File: config.mk
export PLATFORM = sky130hd
export DESIGN_NAME = isd_slave
export DESIGN_NICKNAME = d
export VERILOG_FILES = /design/src/isd_pkg.sv /design/src/isd_slave.sv /design/src/isd_tx_fifo.sv
export SDC_FILE = /design/constraint.sdc
export NUM_CORES = 1
export LEC_CHECK = 0
export ABC_CLOCK_PERIOD_IN_PS = 3300
export BUFFER_PORTS_ARGS = -buffer_cell sky130_fd_sc_hd__buf_4
export CAP_MARGIN = 20
export CORE_ASPECT_RATIO = 1.4
export CORE_UTILIZATION = 58
export CTS_CLUSTER_DIAMETER = 30
export DETAILED_ROUTE_END_ITERATION = 10
export GPL_ROUTABILITY_DRIVEN = 0
export PLACE_DENSITY = 0.87
export RECOVER_POWER = 50
export SETUP_SLACK_MARGIN = 0.5
export SYNTH_ARGS = -nofsm -noshare
export SYNTH_HDL_FRONTEND = slang
export SYNTH_SLANG_ARGS = --single-unit
File: constraint.sdc
create_clock -name i_core_clk -period 3.3 [get_ports i_core_clk]
set_input_delay 0.33 -clock i_core_clk [delete_from_list [all_inputs] [get_ports i_core_clk]]
set_output_delay 0.33 -clock i_core_clk [all_outputs]
set_load 0.005 [all_outputs]
File: src/isd_pkg.sv
// Constants shared by the I2C slave with its SRAM window access path.
// Assumes a byte-wide SRAM port with an 11-bit byte address.
package isd_pkg;
	localparam int unsigned ISD_DEV_ADDR_W = 7;
	// Slave address: value arbitrary, stands for the factory-set address
	localparam logic [6:0]  ISD_DEV_ADDR   = 7'h2a;
	localparam int unsigned ISD_BYTE_W     = 8;
	localparam int unsigned ISD_PTR_W      = 8;
	localparam int unsigned ISD_MEM_AW     = 11;
	localparam int unsigned ISD_BASE_W     = ISD_MEM_AW - ISD_PTR_W;
	localparam int unsigned ISD_FIFO_DEPTH = 4;
	localparam logic [3:0]  ISD_BITS_BYTE  = 4'h8;
	localparam logic [2:0]  ISD_LAST_FALL  = 3'h7;
	localparam logic [7:0]  ISD_IDLE_BYTE  = 8'hff;
	localparam logic [1:0]  ISD_CRED_ONE   = 2'h1;

	typedef enum logic [8:0] {
		ISD_IDLE  = 9'h001,
		ISD_ADDR  = 9'h002,
		ISD_AACK  = 9'h004,
		ISD_WBYTE = 9'h008,
		ISD_WACK  = 9'h010,
		ISD_RBYTE = 9'h020,
		ISD_RWAIT = 9'h040,
		ISD_RACK  = 9'h080,
		ISD_SKIP  = 9'h100
	} isd_state_t;
endpackage : isd_pkg

File: src/isd_slave.sv
// I2C slave with direct byte access to a 256-byte SRAM window.
// Assumes open-drain SCL/SDA resolved outside; SRAM read data arrives one cycle after grant.
// Behaviour
// - Own address match raises a wake pulse for the stopped core.
// - Hold SCL low while a received byte or next send byte is not ready.
// - Without stretching, drive ACK low only when ready, stable through SCL high.
// - A declined data byte leaves SDA released during its acknowledge bit.
// - Transfers reach a 256-byte window placed on any 256-byte boundary in 2 KB.
// - First written byte after an initial START loads the pointer.
// - Initial START is the first after reset or the first after STOP.
// - Later bytes go to or from SRAM at the pointer, which then increments.
// - Read-ahead fetching starts in address ACK and runs until FIFO full.
// - Read-ahead fetches another byte whenever the master takes one.
// - Unsent bytes stay in the FIFO until firmware flushes them.
// - EEPROM mode fetches one byte at address ACK, one per master ACK.
// - EEPROM mode starts no fetch after a master NACK.
// - SRAM write launches during the ACK bit of a complete byte.
// - Pointer wraps freely; no bounds checking on the written address.
`timescale 1ns/1ps
`default_nettype none
module isd_slave
	import isd_pkg::*;
#(
	parameter logic [6:0]  DEV_ADDR   = ISD_DEV_ADDR,
	parameter int unsigned FIFO_DEPTH = ISD_FIFO_DEPTH
) (
	input  wire logic                  i_core_clk,
	input  wire logic                  i_rst_n,
	input  wire logic                  i_scl,
	output logic                       o_scl_o,
	output logic                       o_scl_oe_n,
	input  wire logic                  i_sda,
	output logic                       o_sda_o,
	output logic                       o_sda_oe_n,
	input  wire logic                  i_stretch_en,
	input  wire logic                  i_eeprom_mode,
	input  wire logic [ISD_BASE_W-1:0] i_win_base,
	input  wire logic                  i_fifo_flush,
	output logic                       o_wake,
	output logic [ISD_PTR_W-1:0]       o_ptr,
	output logic                       o_mem_req,
	output logic                       o_mem_we,
	output logic [ISD_MEM_AW-1:0]      o_mem_addr,
	output logic [ISD_BYTE_W-1:0]      o_mem_wdata,
	input  wire logic                  i_mem_gnt,
	input  wire logic [ISD_BYTE_W-1:0] i_mem_rdata
);
	logic       scl_m_q, scl_s_q, scl_p_q, sda_m_q, sda_s_q, sda_p_q;
	isd_state_t st_q;
	logic [7:0] sh_q;
	logic [3:0] cnt_q;
	logic [7:0] ptr_q;
	logic [1:0] cred_q;
	logic       rw_q, ack_ok_q, init_q, first_q, ptr_load_q, mack_q;
	logic       wr_pend_q, wdone_q, rd_pend_q, infl_q, ra_act_q, wake_q;
	logic       fifo_nfull, fifo_nempty;
	logic [7:0] fifo_dout;

	always_ff @(posedge i_core_clk or negedge i_rst_n) begin
		if (!i_rst_n) begin
			{scl_m_q, scl_s_q, scl_p_q} <= 3'h7;
			{sda_m_q, sda_s_q, sda_p_q} <= 3'h7;
		end else begin
			{scl_m_q, scl_s_q, scl_p_q} <= {i_scl, scl_m_q, scl_s_q};
			{sda_m_q, sda_s_q, sda_p_q} <= {i_sda, sda_m_q, sda_s_q};
		end
	end

	wire scl_rise  = scl_s_q && !scl_p_q;
	wire scl_fall  = !scl_s_q && scl_p_q;
	wire start_c   = scl_s_q && scl_p_q && sda_p_q && !sda_s_q;
	wire stop_c    = scl_s_q && scl_p_q && !sda_p_q && sda_s_q;
	wire in_ack    = (st_q == ISD_AACK) || (st_q == ISD_WACK);
	wire addr_hit  = (sh_q[7:1] == DEV_ADDR);
	wire addr_done = (st_q == ISD_ADDR) && scl_fall && (cnt_q == ISD_BITS_BYTE);
	wire wr_done   = (st_q == ISD_WBYTE) && scl_fall && (cnt_q == ISD_BITS_BYTE);
	wire load_now  = scl_fall && (((st_q == ISD_AACK) && ack_ok_q && rw_q) ||
	                 ((st_q == ISD_RACK) && mack_q));
	wire rwait_go  = (st_q == ISD_RWAIT) && fifo_nempty;
	wire fifo_pop  = (load_now || rwait_go) && fifo_nempty;
	wire mem_take  = o_mem_req && i_mem_gnt;
	wire mack_inc  = (st_q == ISD_RACK) && scl_rise && !sda_s_q && i_eeprom_mode;
	wire want_rd   = (ra_act_q || cred_q != '0) && fifo_nfull && !rd_pend_q &&
	                 !infl_q && !wr_pend_q;
	wire ack_rdy   = (st_q == ISD_AACK) ? (addr_hit && (!rw_q || i_stretch_en || fifo_nempty)) :
	                 wdone_q;
	wire [1:0] cred_d = cred_q + {1'b0, mack_inc} - {1'b0, want_rd && !ra_act_q};

	assign o_scl_o     = 1'b0;
	assign o_sda_o     = 1'b0;
	// Hold SCL until the ACK level already stands on SDA, or in ISD_RWAIT until a send byte is in the FIFO
	assign o_scl_oe_n  = !(i_stretch_en && (((st_q == ISD_WACK) && !ack_ok_q) ||
	                     (st_q == ISD_RWAIT)));
	assign o_sda_oe_n  = in_ack ? !ack_ok_q : ((st_q == ISD_RBYTE) ? sh_q[7] : 1'b1);
	assign o_wake      = wake_q;
	assign o_ptr       = ptr_q;
	assign o_mem_req   = wr_pend_q || rd_pend_q;
	assign o_mem_we    = wr_pend_q;
	assign o_mem_addr  = {i_win_base, ptr_q};
	assign o_mem_wdata = sh_q;

	always_ff @(posedge i_core_clk or negedge i_rst_n) begin
		if (!i_rst_n) begin
			st_q       <= ISD_IDLE;
			sh_q       <= '0;
			cnt_q      <= '0;
			rw_q       <= 1'b0;
			ack_ok_q   <= 1'b0;
			init_q     <= 1'b1;
			first_q    <= 1'b0;
			ptr_load_q <= 1'b0;
			mack_q     <= 1'b0;
			wake_q     <= 1'b0;
			ra_act_q   <= 1'b0;
			wdone_q    <= 1'b0;
		end else begin
			wake_q <= 1'b0;
			if (in_ack && !scl_s_q && ack_rdy)
				ack_ok_q <= 1'b1;
			if (scl_fall)
				ack_ok_q <= 1'b0;
			if (mem_take && wr_pend_q)
				wdone_q <= 1'b1;
			if (start_c) begin
				st_q     <= ISD_ADDR;
				cnt_q    <= '0;
				first_q  <= init_q;
				init_q   <= 1'b0;
				ra_act_q <= 1'b0;
			end else if (stop_c) begin
				st_q     <= ISD_IDLE;
				init_q   <= 1'b1;
				ra_act_q <= 1'b0;
			end else begin
				case (st_q)
				ISD_ADDR, ISD_WBYTE: begin
					if (scl_rise) begin
						sh_q  <= {sh_q[6:0], sda_s_q};
						cnt_q <= cnt_q + 1'b1;
					end
					if (addr_done) begin
						st_q       <= ISD_AACK;
						rw_q       <= sh_q[0];
						wake_q     <= addr_hit;
						ptr_load_q <= addr_hit && !sh_q[0] && first_q;
						ra_act_q   <= addr_hit && sh_q[0] && !i_eeprom_mode;
					end
					if (wr_done) begin
						st_q <= ISD_WACK;
						if (ptr_load_q) begin
							ptr_load_q <= 1'b0;
							wdone_q    <= 1'b1;
						end else
							wdone_q <= 1'b0;
					end
				end
				ISD_AACK, ISD_WACK, ISD_RACK: begin
					if (scl_rise)
						mack_q <= !sda_s_q;
					if (scl_fall) begin
						cnt_q <= '0;
						if (load_now) begin
							st_q <= (fifo_nempty || !i_stretch_en) ? ISD_RBYTE : ISD_RWAIT;
							sh_q <= fifo_nempty ? fifo_dout : ISD_IDLE_BYTE;
						end else if (ack_ok_q && !rw_q)
							st_q <= ISD_WBYTE;
						else
							st_q <= ISD_SKIP;
					end
				end
				ISD_RWAIT: begin
					if (fifo_nempty) begin
						st_q <= ISD_RBYTE;
						sh_q <= fifo_dout;
					end
				end
				ISD_RBYTE: begin
					if (scl_fall) begin
						sh_q  <= {sh_q[6:0], 1'b1};
						cnt_q <= cnt_q + 1'b1;
						if (cnt_q[2:0] == ISD_LAST_FALL)
							st_q <= ISD_RACK;
					end
				end
				ISD_IDLE, ISD_SKIP: begin
					cnt_q <= '0;
				end
				default: st_q <= ISD_IDLE;
				endcase
			end
		end
	end

	// SRAM access engine shared by writes and fetches
	always_ff @(posedge i_core_clk or negedge i_rst_n) begin
		if (!i_rst_n) begin
			ptr_q     <= '0;
			wr_pend_q <= 1'b0;
			rd_pend_q <= 1'b0;
			infl_q    <= 1'b0;
			cred_q    <= '0;
		end else begin
			infl_q <= mem_take && rd_pend_q;
			cred_q <= cred_d;
			if (addr_done)
				cred_q <= (addr_hit && sh_q[0] && i_eeprom_mode) ? ISD_CRED_ONE : '0;
			if (wr_done && ptr_load_q)
				ptr_q <= sh_q;
			else if (mem_take)
				ptr_q <= ptr_q + 1'b1;
			if (want_rd)
				rd_pend_q <= 1'b1;
			else if (mem_take)
				rd_pend_q <= 1'b0;
			if (wr_done && !ptr_load_q)
				wr_pend_q <= 1'b1;
			else if (mem_take || start_c || stop_c || ((st_q == ISD_WACK) && scl_rise))
				wr_pend_q <= 1'b0;
		end
	end

	isd_tx_fifo #(
		.WIDTH (ISD_BYTE_W),
		.DEPTH (FIFO_DEPTH)
	) u_fifo (
		.i_core_clk (i_core_clk),
		.i_rst_n    (i_rst_n),
		.i_flush    (i_fifo_flush),
		.i_wr_valid (infl_q),
		.o_wr_ready (fifo_nfull),
		.i_din      (i_mem_rdata),
		.o_rd_valid (fifo_nempty),
		.i_rd_ready (fifo_pop),
		.o_dout     (fifo_dout)
	);
endmodule : isd_slave
`default_nettype wire

File: src/isd_tx_fifo.sv
// Transmit FIFO holding bytes fetched from SRAM for the read direction.
// Assumes push and pop come from the same clock; flush empties it at once.
`timescale 1ns/1ps
`default_nettype none
module isd_tx_fifo
	import isd_pkg::*;
#(
	parameter int unsigned WIDTH = ISD_BYTE_W,
	parameter int unsigned DEPTH = ISD_FIFO_DEPTH
) (
	input  wire logic             i_core_clk,
	input  wire logic             i_rst_n,
	input  wire logic             i_flush,
	input  wire logic             i_wr_valid,
	output logic                  o_wr_ready,
	input  wire logic [WIDTH-1:0] i_din,
	output logic                  o_rd_valid,
	input  wire logic             i_rd_ready,
	output logic      [WIDTH-1:0] o_dout
);
	localparam int unsigned AW = (DEPTH > 1) ? $clog2(DEPTH) : 1;
	localparam logic [AW:0] FULL_CNT = (AW+1)'(DEPTH);
	localparam logic [AW-1:0] LAST   = AW'(DEPTH - 1);

	logic [WIDTH-1:0] mem_q [DEPTH];
	logic [AW-1:0]    wp_q;
	logic [AW-1:0]    rp_q;
	logic [AW:0]      cnt_q;
	wire              do_wr = i_wr_valid && o_wr_ready;
	wire              do_rd = i_rd_ready && o_rd_valid;

	assign o_wr_ready = (cnt_q != FULL_CNT);
	assign o_rd_valid = (cnt_q != '0);
	assign o_dout     = mem_q[rp_q];

	genvar g;
	generate
		for (g = 0; g < DEPTH; g++) begin : g_ent
			always_ff @(posedge i_core_clk or negedge i_rst_n) begin
				if (!i_rst_n)
					mem_q[g] <= '0;
				else if (do_wr && wp_q == AW'(g))
					mem_q[g] <= i_din;
			end
		end
	endgenerate

	always_ff @(posedge i_core_clk or negedge i_rst_n) begin
		if (!i_rst_n) begin
			wp_q  <= '0;
			rp_q  <= '0;
			cnt_q <= '0;
		end else if (i_flush) begin
			wp_q  <= '0;
			rp_q  <= '0;
			cnt_q <= '0;
		end else begin
			if (do_wr)
				wp_q <= (wp_q == LAST) ? '0 : wp_q + 1'b1;
			if (do_rd)
				rp_q <= (rp_q == LAST) ? '0 : rp_q + 1'b1;
			cnt_q <= cnt_q + (AW+1)'(do_wr) - (AW+1)'(do_rd);
		end
	end
endmodule : isd_tx_fifo
`default_nettype wire

==> results.ini <==
[floorplan]
io_pins = 53
start_util_pct = 60.1
die_x_um = 77.7
die_area_um2 = 8400
core-area_um2 = 7750
die_y_um = 108
rows = 38

[detailed_routing]
via_count = 3509
route.detailed.drc = 0
antenna_left = 0
drtIter0Drc = 338
wl_um = 10300
dr.pass1.iters = 5
vias_per_cell = 6.11
avgRoutedWirePerCell_um = 17.9

[critical_path]
crit_start = st_q[8]$_DFFE_PN0P_
reg2reg_to = u_fifo.cnt_q[2]$_DFF_PN0_
required_ns = 3.56
crit_type = reg2reg
rrSetupSlack_ns = 0.63
ff2ff_path_depth = 13
crit_path_start_kind = register
end_kind = register
endpoint = u_fifo.cnt_q[2]$_DFF_PN0_
reg2reg_from = st_q[8]$_DFFE_PN0P_
crit_fanout = 11
critPathArrivalTime_ns = 2.92

[power]
p_per_area_nw_per_um2 = 758
p_comb_share_pct = 37.4
peakVddDrop_mv = 0.517
leakage_nw = 2.42
intPower_mw = 2.59
p_clk_share_pct = 19.2
power.share.switching_pct = 35.3
p_seq_share_pct = 43.4
switching_power_mw = 1.41

[synth]
ys_warn_count = 0
yosys.area.top_type = dfrtp_1
synth_top_family_by_area = simple AND/OR/NAND/NOR gates
ys_async_sr_fraction_pct = 100
synthSimpleGateAreaFrac_pct = 15.8
synth-seq-area-share_pct = 47.5
synth_area_per_cell_um2 = 10.9
synth_top_cells_by_count = dfrtp_1 (80), nor2_1 (41), mux2_2 (34), nand2_1 (34), a21oi_1 (21)
yosysMostFrequentCell = dfrtp_1
yosys-top-cells-area = dfrtp_1 (43%), mux2_2 (8.2%), dfstp_2 (4.5%)
ys_ff_latch = 88
synth-compound-area-share_pct = 9.22
synth_top_flop_cell = dfrtp_1
synth_xor_area_share_pct = 3.39
netlist.area_leader.share_pct = 43.0
syn_inst = 427
synth_edf_count = 0
muxShareOfSynthArea_pct = 15.2
synth_fa_ha_area_share_pct = 3.65
yosysUniqueCellTypes = 63
netlist_area_um2 = 4660

[clock_network]
clk_latency_ns = 0.37
clockBufferDepth = 2
cts_max_level = 3
clk_root_buffer_cell = clkbuf_8
numCtsBuffers = 9
tritoncts = built
clkTransAtPathRegs_ns = 0.09
cts_num_sinks = 88

[sta]
maxSlewViolCount = 0
tns_ns = 0
fmax_mhz = 375
rsz0062_at_grt = false
final-hold-violation-count = 0
slew_headroom_pct = 41.9
fin_skew_ns = 0.0147
setup_viol = 0
period_minus_slack_ns = 2.67
tightest_slew_ns = 0.872
finalCritPeriodShare_pct = 80.8

[run_status]
status = complete, no violations

[grt]
grt_pass1_wl_um = 17200
grt_max_degree = 89
grt_overflow_total = 0
grt_antenna_before_repair = 0
grt_pass1_vias = 3432
track_usage_pct = 27.2

[layout]
fin_util_pct = 68.1
post_route_cells_drive_above_1_share_pct = 29.1
antenna_cells = 0
layout.nets = 501
ff_latch_area_um2 = 2220
multi_input_area_um2 = 2220
nFillCells = 570
final_area_um2 = 5280
area_delta_synth_final_pct = 13.4

[placed_design]
port_buffers = 44
place_area_um2 = 5010
dp.final_hpwl_um = 7310

[worst_hold_path]
holdCritPathClass = in2reg

[run]
cap_violations = 0

worst max-delay path: stages (launching register included):
cell and delay [ns]:
dfrtp_1 0.44, nor3_2 0.18, buf_4 0.18, nand4_1 0.10, o22a_2 0.23, a21oi_2 0.18
ha_1 0.25, inv_1 0.06, ha_1 0.13, inv_1 0.05, fa_1 0.38, xor2_1 0.17
xnor2_1 0.14, nor2_1 0.06
layout by cell type, fill, tap and decap left out, types with 7 or more instances in the layout:
| cell | synthesis | routed |
|---|---|---|
| ha_1 | 12 | 12 |
| mux4_2 | 8 | 8 |
| a21oi_1 | 21 | 20 |
| buf_4 | 16 | 47 |
| xnor2_1 | 8 | 8 |
| nor2_1 | 41 | 40 |
| nand4_1 | 7 | 7 |
| o21ai_0 | 12 | 12 |
| dfrtp_1 | 80 | 75 |
| mux2i_1 | 13 | 13 |
| xor2_1 | 10 | 10 |
| clkbuf_4 | 0 | 7 |
| nand2_1 | 34 | 34 |
| mux2_2 | 34 | 34 |
| inv_1 | 18 | 18 |
| nand3_1 | 8 | 8 |
| clkbuf_8 | 0 | 9 |
| o22ai_1 | 8 | 8 |
registers in the layout (all words and copies together) (netlist names), 2 cells and up:
register,count
cnt_q,4
cred_q,2
o_mem_wdata,8
o_ptr,8
st_q,9
u_fifo.cnt_q,3
u_fifo.mem_q,32
u_fifo.rp_q,2
u_fifo.wp_q,2
cells by family after synthesis:
group	Yosys count
mux	56
simple gates	140
flops	88
compound gates	66
fa+ha+maj	13
xor+xnor	18
other cells	1
buf+inv	45
power by group through the flow:
stage	Combinational, mW	Sequential, mW	Clock [mW]
global placement	1.40	1.71	0
CTS	1.49	1.73	0.781
floorplan	1.07	1.66	0
global route	1.66	1.78	0.828
finish	1.50	1.74	0.769
detailed placement	1.47	1.75	0
cell type report:
class | count | area share (%)
multi-input cells | 295 | 42.0
flip-flops and latches | 88 | 42.0
repair buffers | 57 | 8.46
well taps | 100 | 2.37
clock buffers | 9 | 2.35
clock inverters | 7 | 1.49
inverters | 18 | 1.28
repair_timing:
action	CTS	global route
gates cloned	0	0
hold endpoints to repair	0	7
hold buffers	0	1
pin swaps	0	2
setup endpoints to repair	1	1
buffers inserted	0	2
resized for setup	2	6
through the flow:
stage,setup slack (ns),total power [mW],cells,hold slack (ns)
2_1_floorplan,0.695,2.73,428,0.0344
3_3_place_gp,0.612,3.11,554,0.347
3_5_place_dp,0.474,3.22,554,0.347
4_1_cts,0.533,4.00,570,0.0583
5_1_grt,0.496,4.27,574,0.0540
6_report,0.633,4.00,574,0.0731
worst min-delay path by stage:
stage	from	depth (start not counted)	endpoint	slack [ns]
6_report	i_scl	1	scl_m_q$_DFF_PN1_	0.07
5_1_grt	i_scl	1	scl_m_q$_DFF_PN1_	0.05
4_1_cts	i_scl	1	scl_m_q$_DFF_PN1_	0.06
3_5_place_dp	scl_m_q$_DFF_PN1_	0	scl_s_q$_DFF_PN1_	0.35
3_3_place_gp	sda_m_q$_DFF_PN1_	0	sda_s_q$_DFF_PN1_	0.35
2_1_floorplan	i_rst_n	0	ack_ok_q$_DFFE_PN0P_	0.03
layer usage:
layer,up-vias,track usage [%],share of wire (%)
met2,161,45.7,51
met1,1721,33.1,39
li1,1589,-,-
met3,38,6.08,6.0
met4,0,13.2,3.9
met5,-,0,0
Note: power is estimated with default switching activity, not from simulation.
